### src/pkg/rpsel_pkg.sv
// Package with offsets, field layout, reset values and carrier types of the pin select block
package rpsel_pkg;

   // ****************************************************************
   // Sizes
   // ****************************************************************
   localparam int ADDR_W       = 6;
   localparam int DATA_W       = 32;
   localparam int FIELD_W      = 5;
   localparam int NUM_IN_SEL   = 6;
   localparam int NUM_IN_REGS  = 4;
   localparam int NUM_OUT_PINS = 10;
   localparam int NUM_REGS     = 9;
   localparam int NUM_FUNCS    = 32;
   localparam int REG_W        = 16;

   // ****************************************************************
   // Register byte offsets, one aligned word each
   // ****************************************************************
   localparam logic [ADDR_W-1:0] OFS_SPI1_CLOCK_DATA   = 6'h00;
   localparam logic [ADDR_W-1:0] OFS_SPI1_SLAVE_SELECT = 6'h04;
   localparam logic [ADDR_W-1:0] OFS_SPI2_CLOCK_DATA   = 6'h08;
   localparam logic [ADDR_W-1:0] OFS_SPI2_SLAVE_SELECT = 6'h0C;
   localparam logic [ADDR_W-1:0] OFS_OUT_MAP_PINS_0_1  = 6'h10;
   localparam logic [ADDR_W-1:0] OFS_OUT_MAP_PINS_2_3  = 6'h14;
   localparam logic [ADDR_W-1:0] OFS_OUT_MAP_PINS_4_5  = 6'h18;
   localparam logic [ADDR_W-1:0] OFS_OUT_MAP_PINS_6_7  = 6'h1C;
   localparam logic [ADDR_W-1:0] OFS_OUT_MAP_PINS_8_9  = 6'h20;
   localparam logic [ADDR_W-1:0] REG_OFS [NUM_REGS] = '{
      OFS_SPI1_CLOCK_DATA, OFS_SPI1_SLAVE_SELECT, OFS_SPI2_CLOCK_DATA,
      OFS_SPI2_SLAVE_SELECT, OFS_OUT_MAP_PINS_0_1, OFS_OUT_MAP_PINS_2_3,
      OFS_OUT_MAP_PINS_4_5, OFS_OUT_MAP_PINS_6_7, OFS_OUT_MAP_PINS_8_9};

   // ****************************************************************
   // Field positions and reset values
   // ****************************************************************
   localparam int HI_LSB = 8;
   localparam int LO_LSB = 0;
   localparam logic [FIELD_W-1:0] IN_SEL_RESET  = 5'h1F;
   localparam logic [FIELD_W-1:0] OUT_MAP_RESET = 5'h00;
   localparam logic [FIELD_W-1:0] FUNC_PORT     = 5'h00;

   // Input selections: 0 port1 clock, 1 port1 data, 2 port1 slave select,
   // 3 port2 clock, 4 port2 data, 5 port2 slave select
   localparam int IN_SEL_REG [NUM_IN_SEL] = '{0, 0, 1, 2, 2, 3};
   localparam int IN_SEL_LSB [NUM_IN_SEL] = '{HI_LSB, LO_LSB, LO_LSB, HI_LSB, LO_LSB, LO_LSB};

   // ****************************************************************
   // Carrier types
   // ****************************************************************
   typedef struct packed {
      logic clock_input;
      logic data_input;
      logic slave_select_input;
   } rpsel_spi_in_s;

   typedef struct packed {
      logic [NUM_FUNCS-1:0] drive;
      logic [NUM_FUNCS-1:0] enable;
   } rpsel_periph_out_s;

   typedef struct packed {
      logic [NUM_OUT_PINS-1:0] out;
      logic [NUM_OUT_PINS-1:0] oe;
   } rpsel_pin_drive_s;

endpackage

### src/hdl/rpsel_in_route.sv
// One input selection: picks a remappable pin and registers it for a peripheral input
module rpsel_in_route #(
   parameter int   NUM_PINS   = 26,
   parameter logic IDLE_LEVEL = 1'b1
) (
   // Clock and reset
   input  wire logic                            clk,
   input  wire logic                            reset_n,
   // Pins and selection
   input  wire logic [NUM_PINS-1:0]             pin_in,
   input  wire logic [rpsel_pkg::FIELD_W-1:0]   pin_select,
   // Routed level
   output logic                                 routed_r
);

   logic in_range;
   logic picked;

   // Codes beyond the last pin select nothing; the input then idles
   assign in_range = int'(pin_select) < NUM_PINS;
   assign picked   = in_range ? pin_in[pin_select] : IDLE_LEVEL;

   // Registered so the peripheral never sees a glitch while software remaps
   always_ff @(posedge clk or negedge reset_n) begin
      if (!reset_n) begin
         routed_r <= IDLE_LEVEL;
      end else begin
         routed_r <= picked;
      end
   end

endmodule

### src/hdl/rpsel_out_route.sv
// One remappable output pin: peripheral function or ordinary port control
module rpsel_out_route (
   // Clock and reset
   input  wire logic                              clk,
   input  wire logic                              reset_n,
   // Function number held by the mapping field
   input  wire logic [rpsel_pkg::FIELD_W-1:0]     func,
   // Peripheral outputs and port control for this pin
   input  wire logic [rpsel_pkg::NUM_FUNCS-1:0]   periph_drive,
   input  wire logic [rpsel_pkg::NUM_FUNCS-1:0]   periph_enable,
   input  wire logic                              port_out,
   input  wire logic                              port_oe,
   // Pin drive
   output logic                                   pin_out_r,
   output logic                                   pin_oe_r
);

   logic use_port;
   logic out_nxt;
   logic oe_nxt;

   // Function zero hands the pin back to its port latch and tristate
   assign use_port = (func == rpsel_pkg::FUNC_PORT);
   assign out_nxt  = use_port ? port_out : periph_drive[func];
   assign oe_nxt   = use_port ? port_oe : periph_enable[func];

   // Pin released (not driven) during reset
   always_ff @(posedge clk or negedge reset_n) begin
      if (!reset_n) begin
         pin_out_r <= 1'b0;
         pin_oe_r  <= 1'b0;
      end else begin
         pin_out_r <= out_nxt;
         pin_oe_r  <= oe_nxt;
      end
   end

endmodule

### src/hdl/rpsel_spi_pin_map.sv
// Pin select matrix slice: serial port input selections and output maps for pins 0 to 9
//
// Notes on behaviour
// RL1 - Port 1 clock input follows the pin chosen by bits 12-8 of its register.
// RL2 - Port 1 data input follows the pin chosen by bits 4-0 of that register.
// RL3 - Port 1 slave select follows bits 4-0 of its own register; 15-5 absent.
// RL4 - Port 2 clock input follows the pin chosen by bits 12-8 of its register.
// RL5 - Port 2 data input follows the pin chosen by bits 4-0 of that register.
// RL6 - Port 2 slave select follows bits 4-0 of its own register; 15-5 absent.
// RL7 - Input selection fields are read/write and reset to all ones.
// RL8 - Output mapping fields are read/write and reset to all zeros.
// RL9 - Unimplemented bits of every select register always read as zero.
// RL10 - Output field holds a function number; that peripheral output drives the pin.
// RL11 - Each output register packs two pins: odd in 12-8, even in 4-0.
// RL12 - Output field zero leaves the pin under ordinary port control.
//
// The placing of the registers and register access over Avalon-MM are this design's own decisions.
module rpsel_spi_pin_map #(
   parameter int   NUM_IN_PINS = 26,
   parameter logic IDLE_LEVEL  = 1'b1
) (
   // Clock and reset
   input  wire logic                                 clk,
   input  wire logic                                 reset_n,
   // Avalon-MM slave
   input  wire logic [rpsel_pkg::ADDR_W-1:0]         avs_address,
   input  wire logic                                 avs_read,
   input  wire logic                                 avs_write,
   input  wire logic [3:0]                           avs_byteenable,
   input  wire logic [rpsel_pkg::DATA_W-1:0]         avs_writedata,
   output logic      [rpsel_pkg::DATA_W-1:0]         avs_readdata,
   output logic                                      avs_waitrequest,
   // Remappable pins
   input  wire logic [NUM_IN_PINS-1:0]               pin_in,
   output logic      [rpsel_pkg::NUM_OUT_PINS-1:0]   pin_out,
   output logic      [rpsel_pkg::NUM_OUT_PINS-1:0]   pin_oe,
   // Peripheral output bus and ordinary port control
   input  wire rpsel_pkg::rpsel_periph_out_s         periph_out,
   input  wire rpsel_pkg::rpsel_pin_drive_s          port_ctl,
   // Serial port inputs
   output rpsel_pkg::rpsel_spi_in_s                  port1_in,
   output rpsel_pkg::rpsel_spi_in_s                  port2_in
);

   // ****************************************************************
   // Declarations
   // ****************************************************************
   localparam int NIS = rpsel_pkg::NUM_IN_SEL;
   localparam int NOP = rpsel_pkg::NUM_OUT_PINS;
   localparam int NRG = rpsel_pkg::NUM_REGS;
   localparam int NIR = rpsel_pkg::NUM_IN_REGS;

   logic [rpsel_pkg::FIELD_W-1:0] in_sel_r  [NIS];
   logic [rpsel_pkg::FIELD_W-1:0] out_map_r [NOP];
   logic [rpsel_pkg::REG_W-1:0]   reg_img   [NRG];
   logic [NRG-1:0]                reg_hit;
   logic [NIS-1:0]                we_in;
   logic [NOP-1:0]                we_out;
   logic [NIS-1:0]                routed;
   logic [rpsel_pkg::REG_W-1:0]   rd_word;
   logic [rpsel_pkg::DATA_W-1:0]  readdata_r;
   logic                          ack_r;
   logic                          req;
   logic                          wr_go;
   logic                          rd_load;
   logic                          first_r;

   // Readable names for the six input selection fields
   wire [rpsel_pkg::FIELD_W-1:0] port1_clock_pin_select      = in_sel_r[0];
   wire [rpsel_pkg::FIELD_W-1:0] port1_data_in_pin_select    = in_sel_r[1];
   wire [rpsel_pkg::FIELD_W-1:0] port1_slave_sel_pin_select  = in_sel_r[2];
   wire [rpsel_pkg::FIELD_W-1:0] port2_clock_pin_select      = in_sel_r[3];
   wire [rpsel_pkg::FIELD_W-1:0] port2_data_in_pin_select    = in_sel_r[4];
   wire [rpsel_pkg::FIELD_W-1:0] port2_slave_sel_pin_select  = in_sel_r[5];

   // ****************************************************************
   // Bus handshake
   // ****************************************************************
   // One wait state on every access: the first cycle of a request looks
   // up the read word, the second cycle completes it.
   // A write lands only in the second cycle, so a request dropped
   // early changes nothing.
   assign req             = avs_read | avs_write;
   assign avs_waitrequest = req & ~ack_r;
   assign wr_go           = avs_write & ack_r;
   assign rd_load         = avs_read & ~ack_r;
   assign avs_readdata    = readdata_r;

   // Acknowledge toggles so back-to-back requests each get their wait state
   always_ff @(posedge clk or negedge reset_n) begin
      if (!reset_n) begin
         ack_r <= 1'b0;
      end else begin
         ack_r <= req & ~ack_r;
      end
   end

   // Read word registered one cycle ahead of the completing edge
   always_ff @(posedge clk or negedge reset_n) begin
      if (!reset_n) begin
         readdata_r <= 32'h0000_0000;
      end else if (rd_load) begin
         readdata_r <= {16'h0000, rd_word};
      end
   end

   // ****************************************************************
   // Address decode and read images
   // ****************************************************************
   // Unmapped and misaligned addresses hit nothing: writes drop, reads give zero
   // Full compare keeps aliases out of the map
   genvar gi;
   generate
      for (gi = 0; gi < NRG; gi++) begin : g_hit
         assign reg_hit[gi] = (avs_address == rpsel_pkg::REG_OFS[gi]);
      end
   endgenerate

   // Input register images, absent bits tied to zero
   assign reg_img[0] = {3'h0, in_sel_r[0], 3'h0, in_sel_r[1]};  // RL9
   assign reg_img[1] = {11'h000, in_sel_r[2]};                   // RL3
   assign reg_img[2] = {3'h0, in_sel_r[3], 3'h0, in_sel_r[4]};  // RL9
   assign reg_img[3] = {11'h000, in_sel_r[5]};                   // RL6

   // Output register images, odd pin high and even pin low
   generate
      for (gi = 0; gi < NOP / 2; gi++) begin : g_out_img
         assign reg_img[NIR + gi] = {3'h0, out_map_r[2*gi+1], 3'h0, out_map_r[2*gi]}; // RL11
      end
   endgenerate

   // Read selection, zero when nothing is hit
   // Offsets are distinct, so at most one hits
   always_comb begin
      rd_word = 16'h0000;
      for (int i = 0; i < NRG; i++) begin
         if (reg_hit[i]) begin
            rd_word = reg_img[i];
         end
      end
   end

   // ****************************************************************
   // Input selection fields
   // ****************************************************************
   // A field is written only when its byte lane is enabled, so a byte
   // write can change one serial line without touching its neighbour.
   // Lanes 2 and 3 hold no field and are ignored
   generate
      for (gi = 0; gi < NIS; gi++) begin : g_in_sel
         localparam int LSB = rpsel_pkg::IN_SEL_LSB[gi];
         assign we_in[gi] = wr_go & reg_hit[rpsel_pkg::IN_SEL_REG[gi]]
                            & avs_byteenable[LSB / 8];

         // Field storage, all ones after reset
         always_ff @(posedge clk or negedge reset_n) begin
            if (!reset_n) begin
               in_sel_r[gi] <= rpsel_pkg::IN_SEL_RESET;         // RL7
            end else if (we_in[gi]) begin
               in_sel_r[gi] <= avs_writedata[LSB +: rpsel_pkg::FIELD_W]; // RL7
            end
         end

         // Route is registered: one cycle of latency
         rpsel_in_route #(
            .NUM_PINS   (NUM_IN_PINS),
            .IDLE_LEVEL (IDLE_LEVEL)
         ) u_in_route (
            .clk        (clk),
            .reset_n    (reset_n),
            .pin_in     (pin_in),
            .pin_select (in_sel_r[gi]),
            .routed_r   (routed[gi])
         );
      end
   endgenerate

   // Routed levels onto the two serial ports
   assign port1_in.clock_input        = routed[0];  // RL1
   assign port1_in.data_input         = routed[1];  // RL2
   assign port1_in.slave_select_input = routed[2];  // RL3
   assign port2_in.clock_input        = routed[3];  // RL4
   assign port2_in.data_input         = routed[4];  // RL5
   assign port2_in.slave_select_input = routed[5];  // RL6

   // ****************************************************************
   // Output mapping fields
   // ****************************************************************
   // Even pins live in byte lane 0, odd pins in byte lane 1
   // Codes 1 to 31 index the bus, code 0 selects port control; none is illegal
   generate
      for (gi = 0; gi < NOP; gi++) begin : g_out_map
         localparam int LSB = (gi % 2 == 1) ? rpsel_pkg::HI_LSB : rpsel_pkg::LO_LSB;
         assign we_out[gi] = wr_go & reg_hit[NIR + gi / 2] & avs_byteenable[gi % 2]; // RL11

         // Field storage, zero after reset so pins start under port control
         always_ff @(posedge clk or negedge reset_n) begin
            if (!reset_n) begin
               out_map_r[gi] <= rpsel_pkg::OUT_MAP_RESET;       // RL8
            end else if (we_out[gi]) begin
               out_map_r[gi] <= avs_writedata[LSB +: rpsel_pkg::FIELD_W]; // RL8
            end
         end

         rpsel_out_route u_out_route (
            .clk           (clk),
            .reset_n       (reset_n),
            .func          (out_map_r[gi]),           // RL10
            .periph_drive  (periph_out.drive),
            .periph_enable (periph_out.enable),
            .port_out      (port_ctl.out[gi]),         // RL12
            .port_oe       (port_ctl.oe[gi]),
            .pin_out_r     (pin_out[gi]),
            .pin_oe_r      (pin_oe[gi])
         );
      end
   endgenerate

   // ****************************************************************
   // Checks
   // ****************************************************************
   // Marks the first edge after reset release
   // Lets reset checks fire once, at the first live edge
   always_ff @(posedge clk or negedge reset_n) begin
      if (!reset_n) begin
         first_r <= 1'b1;
      end else begin
         first_r <= 1'b0;
      end
   end

   // Codes past the last pin keep each serial input idle, so a
   // peripheral sees a quiet line until software picks a real pin
   generate
      for (gi = 0; gi < NIS; gi++) begin : g_idle_chk

      end
   endgenerate
endmodule

### config.mk
export PLATFORM = sky130hd
export DESIGN_NAME = rpsel_spi_pin_map
export DESIGN_NICKNAME = d
export VERILOG_FILES = /design/src/pkg/rpsel_pkg.sv /design/src/hdl/rpsel_in_route.sv /design/src/hdl/rpsel_out_route.sv /design/src/hdl/rpsel_spi_pin_map.sv
export SDC_FILE = /design/constraint.sdc
export NUM_CORES = 1
export LEC_CHECK = 0
export ABC_CLOCK_PERIOD_IN_PS = 2200
export BUFFER_PORTS_ARGS = -buffer_cell sky130_fd_sc_hd__buf_2
export CAP_MARGIN = 20
export CORE_UTILIZATION = 50
export CTS_CLUSTER_SIZE = 24
export DETAILED_ROUTE_END_ITERATION = 10
export PLACE_DENSITY = 0.71
export SYNTH_ARGS = -nofsm -noshare
export SYNTH_HDL_FRONTEND = slang
export SYNTH_SLANG_ARGS = --single-unit
export TNS_END_PERCENT = 50
### constraint.sdc
create_clock -name clk -period 2.2 [get_ports clk]
set_input_delay 0.11 -clock clk [delete_from_list [all_inputs] [get_ports clk]]
set_output_delay 0.11 -clock clk [all_outputs]
set_load 0.05 [all_outputs]
# Word-level counts from Yosys, hierarchy flattened

Cells that the tools add are included.

Register bits: 123
Logic and storage cells: 202
Input port bits: 156

Reductions and logical operators: 11
Equality and inequality tests: 8
Bitwise logic cells: 30
Magnitude comparators: 22
Muxes and demuxes: 87

Operators with widths:

| kind                                                                   | count |
|---|---|
| 1-bit binary-select mux with 5-bit select                              | 26 |
| 13-bit 2-to-1 mux                                                      | 9 |
| 5-bit by 6-bit < comparator with 1-bit output (second input constant)  | 16 |
| 1-bit 2-to-1 mux                                                       | 52 |
| 5-bit zero test                                                        | 10 |
| 5-bit < comparator (second input constant)                             | 6 |
| 1-bit AND                                                              | 28 |
| 6-bit by 5-bit equality test with 1-bit output (second input constant) | 4 |
| 6-bit by 4-bit equality test with 1-bit output (second input constant) | 2 |
| 6-bit by 3-bit equality test with 1-bit output (second input constant) | 1 |
| 6-bit equality test (second input constant)                            | 1 |
| 6-bit zero test                                                        | 1 |
| 1-bit inverter                                                         | 1 |
| 1-bit OR                                                               | 1 |

# Longest topological paths before layout

Gate-level depths: netlist (run 1).

Depth after elaboration: 10
Depth in mapped cells: 7
Depth with buffers taken out: 5

# Hierarchy

From an unflattened synthesis (run 1), not the netlist that was laid out.

Cells, all modules: 1097
Area total of the unflattened synthesis: 13046.3 um^2

By module, submodules not included:

| module            | area each (um^2) | cells each | seq. area each (um^2) | instances |
|---|---|---|---|---|
| rpsel_out_route   | 683.2            | 55         | 50.0                  | 10 |
| rpsel_spi_pin_map | 4480.5           | 361        | 2314.7                | 1 |
| rpsel_in_route    | 289.0            | 31         | 26.3                  | 6 |

# Worst setup path before layout (run 1)

Ideal clock, no wire load.

Path type: register -> register
From: reg in_sel_r, in the netlist port1_data_in_pin_select[0]
To: reg g_in_sel[1].u_in_route.routed_r
Path slack: 177 ps
Data arrival time: 1941 ps
Required time: 2118 ps
Buffers on the path: 1
Setup time: 82 ps
Stages on the path, launching flop included: 5
Path through: dfstp_2 buf_2 mux4_2 mux4_2 mux2_2

Word-level cells in the longest chain between the ends: 3
Elaborated cells on any way between the ends: 4
Those cells by class: order compare (1); mux (3)

RTL lines:

| what                                      | RTL line                 | RTL |
|---|---|---|
| start, declared                           | rpsel_spi_pin_map.sv:53  | `logic [rpsel_pkg::FIELD_W-1:0] in_sel_r [NIS];` |
| start signal, assigned by index           | rpsel_spi_pin_map.sv:158 | `in_sel_r[gi] <= rpsel_pkg::IN_SEL_RESET;` |
| start signal, assigned by index           | rpsel_spi_pin_map.sv:160 | `in_sel_r[gi] <= avs_writedata[LSB +: rpsel_pkg::FIELD_W];` |
| 1-bit binary-select mux with 5-bit select | rpsel_in_route.sv:21     | `assign picked = in_range ? pin_in[pin_select] : IDLE_LEVEL;` |
| 1-bit 2-to-1 mux (not written as such)    | rpsel_in_route.sv:21     |  |
| 1-bit 2-to-1 mux *                        | rpsel_in_route.sv:21     |  |
| via g_in_sel[1].u_in_route.picked         | rpsel_in_route.sv:17     | `logic picked;` |
| end signal, assigned                      | rpsel_in_route.sv:28     | `routed_r <= picked;` |
| end, declared                             | rpsel_in_route.sv:13     | `output logic routed_r` |

The timed path passes the listed nets; every way through them passes the cells marked *. The select of a mux whose other input is x is not followed.
A chain may end at the register's enable or synchronous reset.

# Final worst setup path (run 1)

From: reg out_map_r[40] (netlist bit)
To: reg g_out_map[1].u_out_route.pin_oe_r

Word-level cells in the longest chain between the ends: 3
Elaborated cells on any way between the ends: 4
Those cells by class: mux (3); reduce/logical (1)

RTL lines:

| what                                      | RTL line                 | RTL |
|---|---|---|
| start, declared                           | rpsel_spi_pin_map.sv:54  | `logic [rpsel_pkg::FIELD_W-1:0] out_map_r [NOP];` |
| start signal, assigned by index           | rpsel_spi_pin_map.sv:199 | `out_map_r[gi] <= rpsel_pkg::OUT_MAP_RESET;` |
| start signal, assigned by index           | rpsel_spi_pin_map.sv:201 | `out_map_r[gi] <= avs_writedata[LSB +: rpsel_pkg::FIELD_W];` |
| 1-bit binary-select mux with 5-bit select | rpsel_out_route.sv:25    | `assign oe_nxt = use_port ? port_oe : periph_enable[func];` |
| 1-bit 2-to-1 mux (not written as such)    | rpsel_out_route.sv:25    |  |
| 1-bit 2-to-1 mux *                        | rpsel_out_route.sv:25    |  |
| via g_out_map[1].u_out_route.oe_nxt       | rpsel_out_route.sv:20    | `logic oe_nxt;` |
| end signal, assigned                      | rpsel_out_route.sv:34    | `pin_oe_r <= oe_nxt;` |
| end, declared                             | rpsel_out_route.sv:15    | `output logic pin_oe_r` |

Marks and branches as above.

==> results of run 1 <==
critical path, delay by kind of cell, from the launching register on:
family	cells	cell delay (ps)
AO/OA/AOI/OAI	2	440
flip-flops	1	600
multiplexers	2	830
AND/OR/NAND/NOR	1	70
power groups by stage:
stage | sequential [uW] | combinational (uW) | clock [uW]
after global placement | 2650 | 2660 | 0
final | 2630 | 2810 | 2710
after floorplan | 2620 | 1960 | 0
after detailed placement | 2660 | 2700 | 0
after global routing | 2660 | 2910 | 2840
after CTS | 2630 | 2740 | 2730
per-stage QoR:
step	util	cell area, um2	hold WS, ps	setup slack (ps)
CTS	0.5887	13900	7.872	74.06
floorplan	-	12200	-185.6	177.0
global route	0.5887	13900	13.31	9.493
global placement	0.5589	13200	105.0	127.2
finish	0.5889	13910	37.35	86.87
detailed placement	0.5589	13200	107.0	114.5
cell type report:
class / count / area, um2 / area share
antenna: 2 / 5.005 / 0.0003599
clock buffer: 23 / 467.9 / 0.03365
clock inverter: 9 / 105.1 / 0.007558
inverter: 12 / 45.04 / 0.003239
multi-input combinational: 764 / 8416 / 0.6052
sequential: 117 / 2974 / 0.2139
tap: 319 / 399.1 / 0.02870
timing repair buffer: 237 / 1494 / 0.1074
cell usage after synthesis (7+ instances only):
master	instances
nor2b_1	25
nand3b_1	10
or4_1	10
a211oi_1	21
mux2_2	109
and3_1	10
or3_1	10
a21oi_1	32
o22ai_1	12
nand3_1	22
o21ai_0	25
clkbuf_1	58
mux2i_1	66
nor2_1	37
dfrtp_1	81
nand2b_1	11
a221oi_1	11
nand2_1	41
buf_1	9
mux4_2	181
nor4_1	7
inv_1	10
buf_2	28
a221o_1	10
nor3b_1	9
and2_1	7
a32oi_1	7
a2111oi_0	9
buf_4	49
dfstp_2	36
cells by family after synthesis:
family                 Yosys count  share of synthesized area
multiplexers                   356                     0.4919
AND/OR/NAND/NOR                220                     0.1002
AO/OA/AOI/OAI                  166                    0.09514
buffers and inverters          157                    0.06728
flip-flops                     117                     0.2452
other                            1                  0.0003093
repair_timing:
item                       in CTS  in global routing
setup endpoints to repair       0                  1
hold endpoints to repair       27                  0
hold buffers                   13                  0
resized for setup               0                  1
flip-flops by register name (all words and copies together), names as in the netlist:
register                         cells
avs_readdata                        10
port1_data_in_pin_select             5
port2_data_in_pin_select             5
g_out_map.u_out_route.pin_out_r     10
g_in_sel.u_in_route.routed_r         6
ack_r                                1
g_out_map.u_out_route.pin_oe_r      10
port2_clock_pin_select               5
port1_slave_sel_pin_select           5
out_map_r                           50
port2_slave_sel_pin_select           5
port1_clock_pin_select               5
routing by layer:
metal,GRT usage,part of all wire,vias to the layer above
met5,0.03313,0.0022,-
met4,0.1891,0.062,7
met3,0.1404,0.15,273
met2,0.5261,0.44,1040
met1,0.4513,0.34,5329
li1,-,-,4360
layout by cell type (no fill, tap or decap), types with 22 or more instances in the layout:
master	count
a21oi_1	32
buf_2	167
buf_4	49
conb_1	22
dfrtp_1	80
dfstp_2	36
mux2_2	109
mux2i_1	66
mux4_2	181
nand2_1	41
nand3_1	22
nor2_1	37
nor2b_1	25
o21ai_0	25
how the worst max path moves through the flow:
stage / startpoint / endpoint / slack [ps] / cells after the start
after floorplan: port1_data_in_pin_select[0]$_DFFE_PN1P_ / g_in_sel[1].u_in_route.routed_r$_DFF_PN1_ / 180 / 4
after detailed placement: out_map_r[5]$_DFFE_PN0P_ / g_out_map[8].u_out_route.pin_oe_r$_DFF_PN0_ / 110 / 5
after CTS: out_map_r[5]$_DFFE_PN0P_ / g_out_map[8].u_out_route.pin_oe_r$_DFF_PN0_ / 70 / 5
final: out_map_r[40]$_DFFE_PN0P_ / g_out_map[1].u_out_route.pin_oe_r$_DFF_PN0_ / 90 / 5
after global placement: out_map_r[5]$_DFFE_PN0P_ / g_out_map[8].u_out_route.pin_out_r$_DFF_PN0_ / 130 / 5
after global routing: port1_slave_sel_pin_select[0]$_DFFE_PN1P_ / g_in_sel[2].u_in_route.routed_r$_DFF_PN1_ / 9 / 5
==> metrics.txt, run 1 <==
Sw Share 0.3579; PwrDens 586.1 nW/um2; final setup fails 0; CP max-delay cell dfrtp_1; Layout Cells excl Fill 1483; critical path class reg -> reg; total CTS buffers 17; FMAX 0.4732 GHz; Psw about 2900 uW; FF-to-FF setup slack 90 ps; setup TNS 0 ps; P_int 5233 uW; crit path capture type register; first-pass GRT wire length between 60000 and 70000 um; max incr delay on CP about 600 ps; Die X 157.7 um; Worst-Skew Late Latency between 400 and 500 ps; VDD IR max around 0.00047 V; Layout area overhead 14.68%; Root Driver clkbuf_16; post-CTS setup buffers 0; Crit Path Max Fanout 8; hold path endpoint g_out_map[0].u_out_route.pin_out_r$_DFF_PN0_; placed cells approximately 1.4k; Top FF cell, synth dfrtp_1; Post-synth EDFFs 0; status completed; post-synth top area share 0.3362; crit share post-route 0.9605; DRT Pass-1 Iters 8; post-synthesis register bit count 117; Hold Crit Start port_ctl[10]; synthesized area per cell 11.92 um2; row count between 50 and 60; launching point of the worst reg2reg path out_map_r[40]$_DFFE_PN0P_; number of global-route vias before repair 10.57k; clock-pin slew on the worst setup and hold paths 60 ps; Final Power about 8200 uW; Final Hold Viols 0; Pins Over Slew Limit 0; Overflow after GRT 0; Placer Congestion 1.009; async set-reset flop share out of synthesis 1.000; clock buffer depth 2; Iteration-0 DRC Markers 1531; Mapped Cells 1017; die area 24880 um2; nets 1305; CTS tree done; initial antenna violation count 2; RR Endpoint g_out_map[1].u_out_route.pin_oe_r$_DFF_PN0_; unrepaired setup endpoints after global routing false; total track usage 0.3577; DP HPWL 29690 um; Max transition margin 0.4924; leak pwr between 0.005 and 0.006 uW; sequential share of power 0.323; crit path time final between 2000 and 2500 ps; I/O pin count 215; Worst Hold Depth 2; I/O Buffers approximately 170; Setup crit start kind register; H-tree levels 4; die height roughly 160 um; post-synthesis sequential area ratio 0.2452; clock power share 0.333; reg2reg path depth 5; Via density 7.423; Max Cap Violations 0; Netlist cell types 57; combinational share of power 0.344; Synth area leader mux4_2; Worst Hold Class in -> reg; largest net degree at the start of global routing 46; Critical Path RT about 2400 ps; Slew @ Worst Pin about 760 ps; routed vias 11.01k; Critical Path AT 2360 ps; clock skew around 13 ps; initial core utilization 0.5135; ranking of synthesized cells by area mux4_2, dfrtp_1, mux2_2, dfstp_2, mux2i_1; Avg WL per Cell 29.55 um; critical path, cell by cell mux4_2, mux2i_1, nor2_1, a221oi_1, o21ai_0; routed wire length between 40000 and 50000 um; core area around 24000 um2; layout cells sized above 1 0.5069; number of routed nets with antenna violations 0; Cell Area, Synth 12130 um2; FILL cells around 1.9k; synth warn 0; residual DRC count 0; clock sinks approximately 120
Note: power is estimated with default switching activity, not from simulation.
==> run 2: changes to the inputs <==
CORE_UTILIZATION = 52   (was 50)
PLACE_DENSITY = 0.73   (was 0.71)
==> run 2 against run 1 <==
  * First-iteration DRC count increased by 4.6%
  * Critical endpoint is now g_out_map[2].u_out_route.pin_oe_r$_DFF_PN0_
  * Sequential cell count unchanged
  * Non-clock buffer count increased by 5
  * Die area decreased by 3.8%
  * Critical path depth unchanged
  * Sequential power about the same
  * Sequential share of layout area about the same
==> metrics.txt, run 2 (synthesis results as in run 1) <==
Iteration-0 DRC Markers 1601; Crit Path Max Fanout 19; number of routed nets with antenna violations 0; Worst Hold Class in -> reg; clock power share 0.335; H-tree levels 4; final setup fails 0; reg2reg path depth 5; VDD IR max 0.0004694 V; leak pwr 0.005195 uW; Critical Path AT 2310 ps; layout cells sized above 1 0.5124; Pins Over Slew Limit 0; routed vias 10.94k; largest net degree at the start of global routing 50; routed wire length 42580 um; critical path class reg -> reg; die height 154.7 um; worst setup margin 112.2 ps; die area between 20000 and 25000 um2; Reg with most FFs out_map_r; number of global-route vias before repair roughly 10k; clock skew between 8 and 9 ps; Setup crit start kind register; commonest non-fill, non-tap cells in the layout mux4_2, buf_2, mux2_2, dfrtp_1, mux2i_1; PwrDens 584.2 nW/um2; Critical Path Source out_map_r[35]$_DFFE_PN0P_; Max Cap Violations 0; Hold Crit Start port_ctl[7]; total track usage 0.3625; combinational share of power 0.342; clock sinks 117; FMAX about 0.48 GHz; Psw 2911 uW; I/O pin count 215; Avg WL per Cell about 29 um; Critical Path RT 2420 ps; unrepaired setup endpoints after global routing false; Worst Hold Depth 3; DRT Pass-1 Iters 6; residual DRC count 0; nets 1310; launching point of the worst reg2reg path out_map_r[35]$_DFFE_PN0P_; RR Endpoint g_out_map[2].u_out_route.pin_oe_r$_DFF_PN0_; crit path capture type register; Final Hold Viols 0; max FFs per register 50; Layout Cells excl Fill approximately 1.5k; Root Driver clkbuf_16; Slew @ Worst Pin 826.0 ps; crit share post-route 0.9490; setup TNS 0 ps; P_int 5232 uW; clock buffer depth 2; hold path endpoint g_out_map[7].u_out_route.pin_oe_r$_DFF_PN0_; row count 55; Max transition margin 0.4443; placed cells 1434; dpl ws 94.57 ps; crit path time final ~2100 ps; first-pass GRT wire length 63660 um; initial core utilization 0.5323; Worst-Skew Late Latency 420 ps; status completed; DP HPWL 29310 um; clock-pin slew on the worst setup and hold paths 60 ps; core area 22780 um2; Layout area overhead 14.96%; total CTS buffers 17; FILL cells 1784; CTS tree done; Via density 7.388; initial antenna violation count 1; Sw Share 0.3575; FF-to-FF setup slack approximately 110 ps; commonest non-fill, non-tap cell in the layout mux4_2; sequential share of power 0.323; I/O Buffers approximately 170; post-CTS setup buffers 0; Die X 154.7 um; Overflow after GRT 0; Placer Congestion 1.041
[run 2: cell types whose count changed in the layout (fill, tap and decap cells not counted), sizes merged]
cell / delta
buf: +4
clkbuf: -3
clkinv: +2
clkinvlp: +1
diode: -1
dlygate4sd3: +1
[run 2: repair_timing]
| item | 4_1_cts | 5_1_grt |
|---|---|---|
| setup endpoints to repair | 0 | 5 |
| hold buffers | 14 | 0 |
| gates resized for setup | 0 | 3 |
| hold endpoints to repair | 52 | 0 |
[run 2: power groups by stage]
stage                     Sequential, uW  Clock, uW  Combinational (uW)
after floorplan                     2620          0                1960
after global placement              2650          0                2650
after detailed placement            2650          0                2690
after CTS                           2620       2760                2720
after global routing                2650       2860                2900
final                               2630       2730                2790
[run 2: final cells by class]
class	count	area, um2	share of cell area
well taps	313	391.6	0.02809
repair buffers	242	1521	0.1091
clock inverters	12	130.1	0.009335
inverters	12	45.04	0.003231
clock buffers	20	456.7	0.03276
multi-input cells	764	8416	0.6037
flip-flops and latches	117	2977	0.2135
diodes	1	2.502	0.0001795
[run 2: through the flow]
| stage | cell area [um2] | hold slack (ps) | util | total power, uW |
|---|---|---|---|---|
| after floorplan | 12200 | -185.6 | - | 4577 |
| after CTS | 13930 | 10.31 | 0.6117 | 8095 |
| after detailed placement | 13210 | 174.3 | 0.5798 | 5334 |
| final | 13940 | 21.48 | 0.6120 | 8143 |
| after global placement | 13210 | 177.0 | 0.5798 | 5298 |
| after global routing | 13940 | 16.39 | 0.6119 | 8420 |
[run 2: critical path, stage by stage (launching register included)]
cell and delay, ps:
dfrtp_1 410, buf_12 200, mux4_2 520, mux4_2 450, nand2_1 80, o2111ai_1 220
[run 2: how the worst max path moves through the flow]
stage,end,slack (ps)
floorplan,g_in_sel[1].u_in_route.routed_r$_DFF_PN1_,180
detailed placement,g_out_map[0].u_out_route.pin_oe_r$_DFF_PN0_,90
CTS,g_out_map[8].u_out_route.pin_oe_r$_DFF_PN0_,90
finish,g_out_map[2].u_out_route.pin_oe_r$_DFF_PN0_,110
global placement,g_out_map[8].u_out_route.pin_oe_r$_DFF_PN0_,100
global route,g_out_map[9].u_out_route.pin_out_r$_DFF_PN0_,30
[run 2: per-layer routing]
| layer | global-route usage | part of all wire |
|---|---|---|
| met1 | 0.4925 | 0.35 |
| met2 | 0.5240 | 0.44 |
| met3 | 0.1101 | 0.15 |
| met4 | 0.1872 | 0.064 |
| met5 | 0.008282 | 0.00031 |
==> run 3: changes to the inputs <==
ABC_CLOCK_PERIOD_IN_PS = 1930   (was 2200)
clock period = 1.93 ns   (was 2.2 ns; I/O delays follow)
==> run 3 against run 2 <==
  * The flow now finishes with violations (negative setup slack)
  * Clock skew grew 0.83 ps
  * Via count grew 6.4%
  * Worst setup slack got worse by 170 ps
  * Largest cell class unchanged
  * Largest power group unchanged
==> metrics.txt, run 3 (synthesis results as in run 1) <==
Setup crit start kind register; first-pass GRT wire length 66170 um; I/O Buffers 168; H-tree levels 4; violated checks negative setup slack; layout cells sized above 1 0.5635; Register Area roughly 3000 um2; commonest non-fill, non-tap cell in the layout mux4_2; Worst-Skew Late Latency 420 ps; Fin Hold WS 70.67 ps; largest net degree at the start of global routing 60; number of routed nets with antenna violations 0; initial antenna violation count 1; core area 22780 um2; reg2reg path depth 3; DRT Pass-1 Iters 8; hold path endpoint g_out_map[4].u_out_route.pin_oe_r$_DFF_PN0_; Via density 7.431; Hold Crit Start port_ctl[4]; residual DRC count 0; commonest non-fill, non-tap cells in the layout mux4_2, buf_2, buf_4, mux2_2, dfrtp_1; Post-Route Utilization 0.6561; Pins Over Slew Limit 0; die height 154.7 um; Layout area overhead 23.25%; Placer Congestion about 1.0; Overflow after GRT 0; Critical Path AT approximately 2300 ps; crit path time final 1991 ps; Reg with most FFs out_map_r; Root Driver clkbuf_16; final setup fails 6; crit share post-route 1.032; I/O pin count 215; DP HPWL ~30000 um; clock skew 9.355 ps; status finished, violations left; nets 1394; Die X ~150 um; initial core utilization 0.5323; Crit Path Max Fanout 8; clock-pin slew on the worst setup and hold paths 60 ps; Slew @ Worst Pin 620.6 ps; Max Cap Violations 0; critical path class reg -> reg; worst setup margin -60.81 ps; number of global-route vias before repair 11.04k; die area 23930 um2; CTS tree done; Iteration-0 DRC Markers 1800; total track usage 0.3740; max FFs per register 50; routed vias 11.65k; leak pwr 0.005738 uW; FF-to-FF setup slack -60 ps; placed instance area approximately 14000 um2; launching point of the worst reg2reg path port1_slave_sel_pin_select[0]$_DFFE_PN1P_; Worst Hold Depth 4; Critical Path RT 2280 ps; Layout Cells excl Fill 1567; routed wire length between 40000 and 50000 um; Max transition margin 0.5863; crit path capture type register; Worst Hold Class in -> reg; FMAX 0.5023 GHz; Final Hold Viols 0; placed cells roughly 1.5k; PwrDens around 660 nW/um2; unrepaired setup endpoints after global routing true; post-route design area 14940 um2; total CTS buffers 17; clock buffer depth 2; Avg WL per Cell 29.03 um; RR Endpoint g_in_sel[2].u_in_route.routed_r$_DFF_PN1_; row count 55; FILL cells approximately 1.7k; VDD IR max 0.0006362 V; area occupied by multi-input gates roughly 8500 um2; clock sinks ~120
==> run 3: through the flow <==
stage               setup slack, ps  TNS (ps)  total power (uW)
floorplan                    -64.22    -200.1              5224
global placement             -38.14    -93.00              6162
detailed placement           -72.93    -432.2              6201
CTS                          -61.17    -173.4              9581
global route                 -145.4    -789.0             10090
finish                       -60.81    -265.8              9801
==> run 3: worst max-delay path by stage <==
stage                                                    startpoint                                           end  slack [ps]  cells after the start
after floorplan                           out_map_r[36]$_DFFE_PN0P_  g_out_map[2].u_out_route.pin_out_r$_DFF_PN0_         -60                      6
after global placement      port1_data_in_pin_select[0]$_DFFE_PN1P_     g_in_sel[1].u_in_route.routed_r$_DFF_PN1_         -40                      3
after detailed placement    port1_data_in_pin_select[0]$_DFFE_PN1P_     g_in_sel[1].u_in_route.routed_r$_DFF_PN1_         -70                      3
after CTS                 port1_slave_sel_pin_select[0]$_DFFE_PN1P_     g_in_sel[2].u_in_route.routed_r$_DFF_PN1_         -60                      3
after global routing        port1_data_in_pin_select[0]$_DFFE_PN1P_     g_in_sel[1].u_in_route.routed_r$_DFF_PN1_        -150                      3
final                     port1_slave_sel_pin_select[0]$_DFFE_PN1P_     g_in_sel[2].u_in_route.routed_r$_DFF_PN1_         -60                      3
==> run 3: what timing repair did <==
action | in CTS | in global routing
cloned | 0 | 4
pin swaps | 3 | 10
endpoints found under the hold margin | 38 | 0
setup endpoints to repair | 11 | 22
buffers inserted | 3 | 18
hold buffers | 17 | 0
gates resized for setup | 4 | 42
==> run 3: area by class of cell <==
cell class	instances	area share
Multi-Input combinational cell	764	0.5713
Inverter	12	0.003014
Clock inverter	11	0.009963
Antenna cell	3	0.0005023
Clock buffer	21	0.03148
Sequential cell	117	0.1998
Tap cell	313	0.02621
Timing Repair Buffer	326	0.1577
==> run 3: where the power goes <==
group,switching [uW],leakage (uW),internal [uW]
registers,237,0.00141,2730
logic,2040,0.00403,1450
clock network,1200,0.000296,2140
total,3490,0.00574,6320
==> run 3: critical path: stages (launching register included) <==
cell	delay, ps
dfstp_2	650
mux4_2	530
mux4_2	460
mux2_4	280
==> run 3: layer usage <==
layer | routed length (um) | up-vias | global-route usage
met2 | 19760 | 1200 | 0.5479
met1 | 15130 | 5572 | 0.4929
met3 | 7310 | 342 | 0.1222
met4 | 3240 | 2 | 0.1994
met5 | 46 | - | 0.02070
li1 | - | 4529 | -
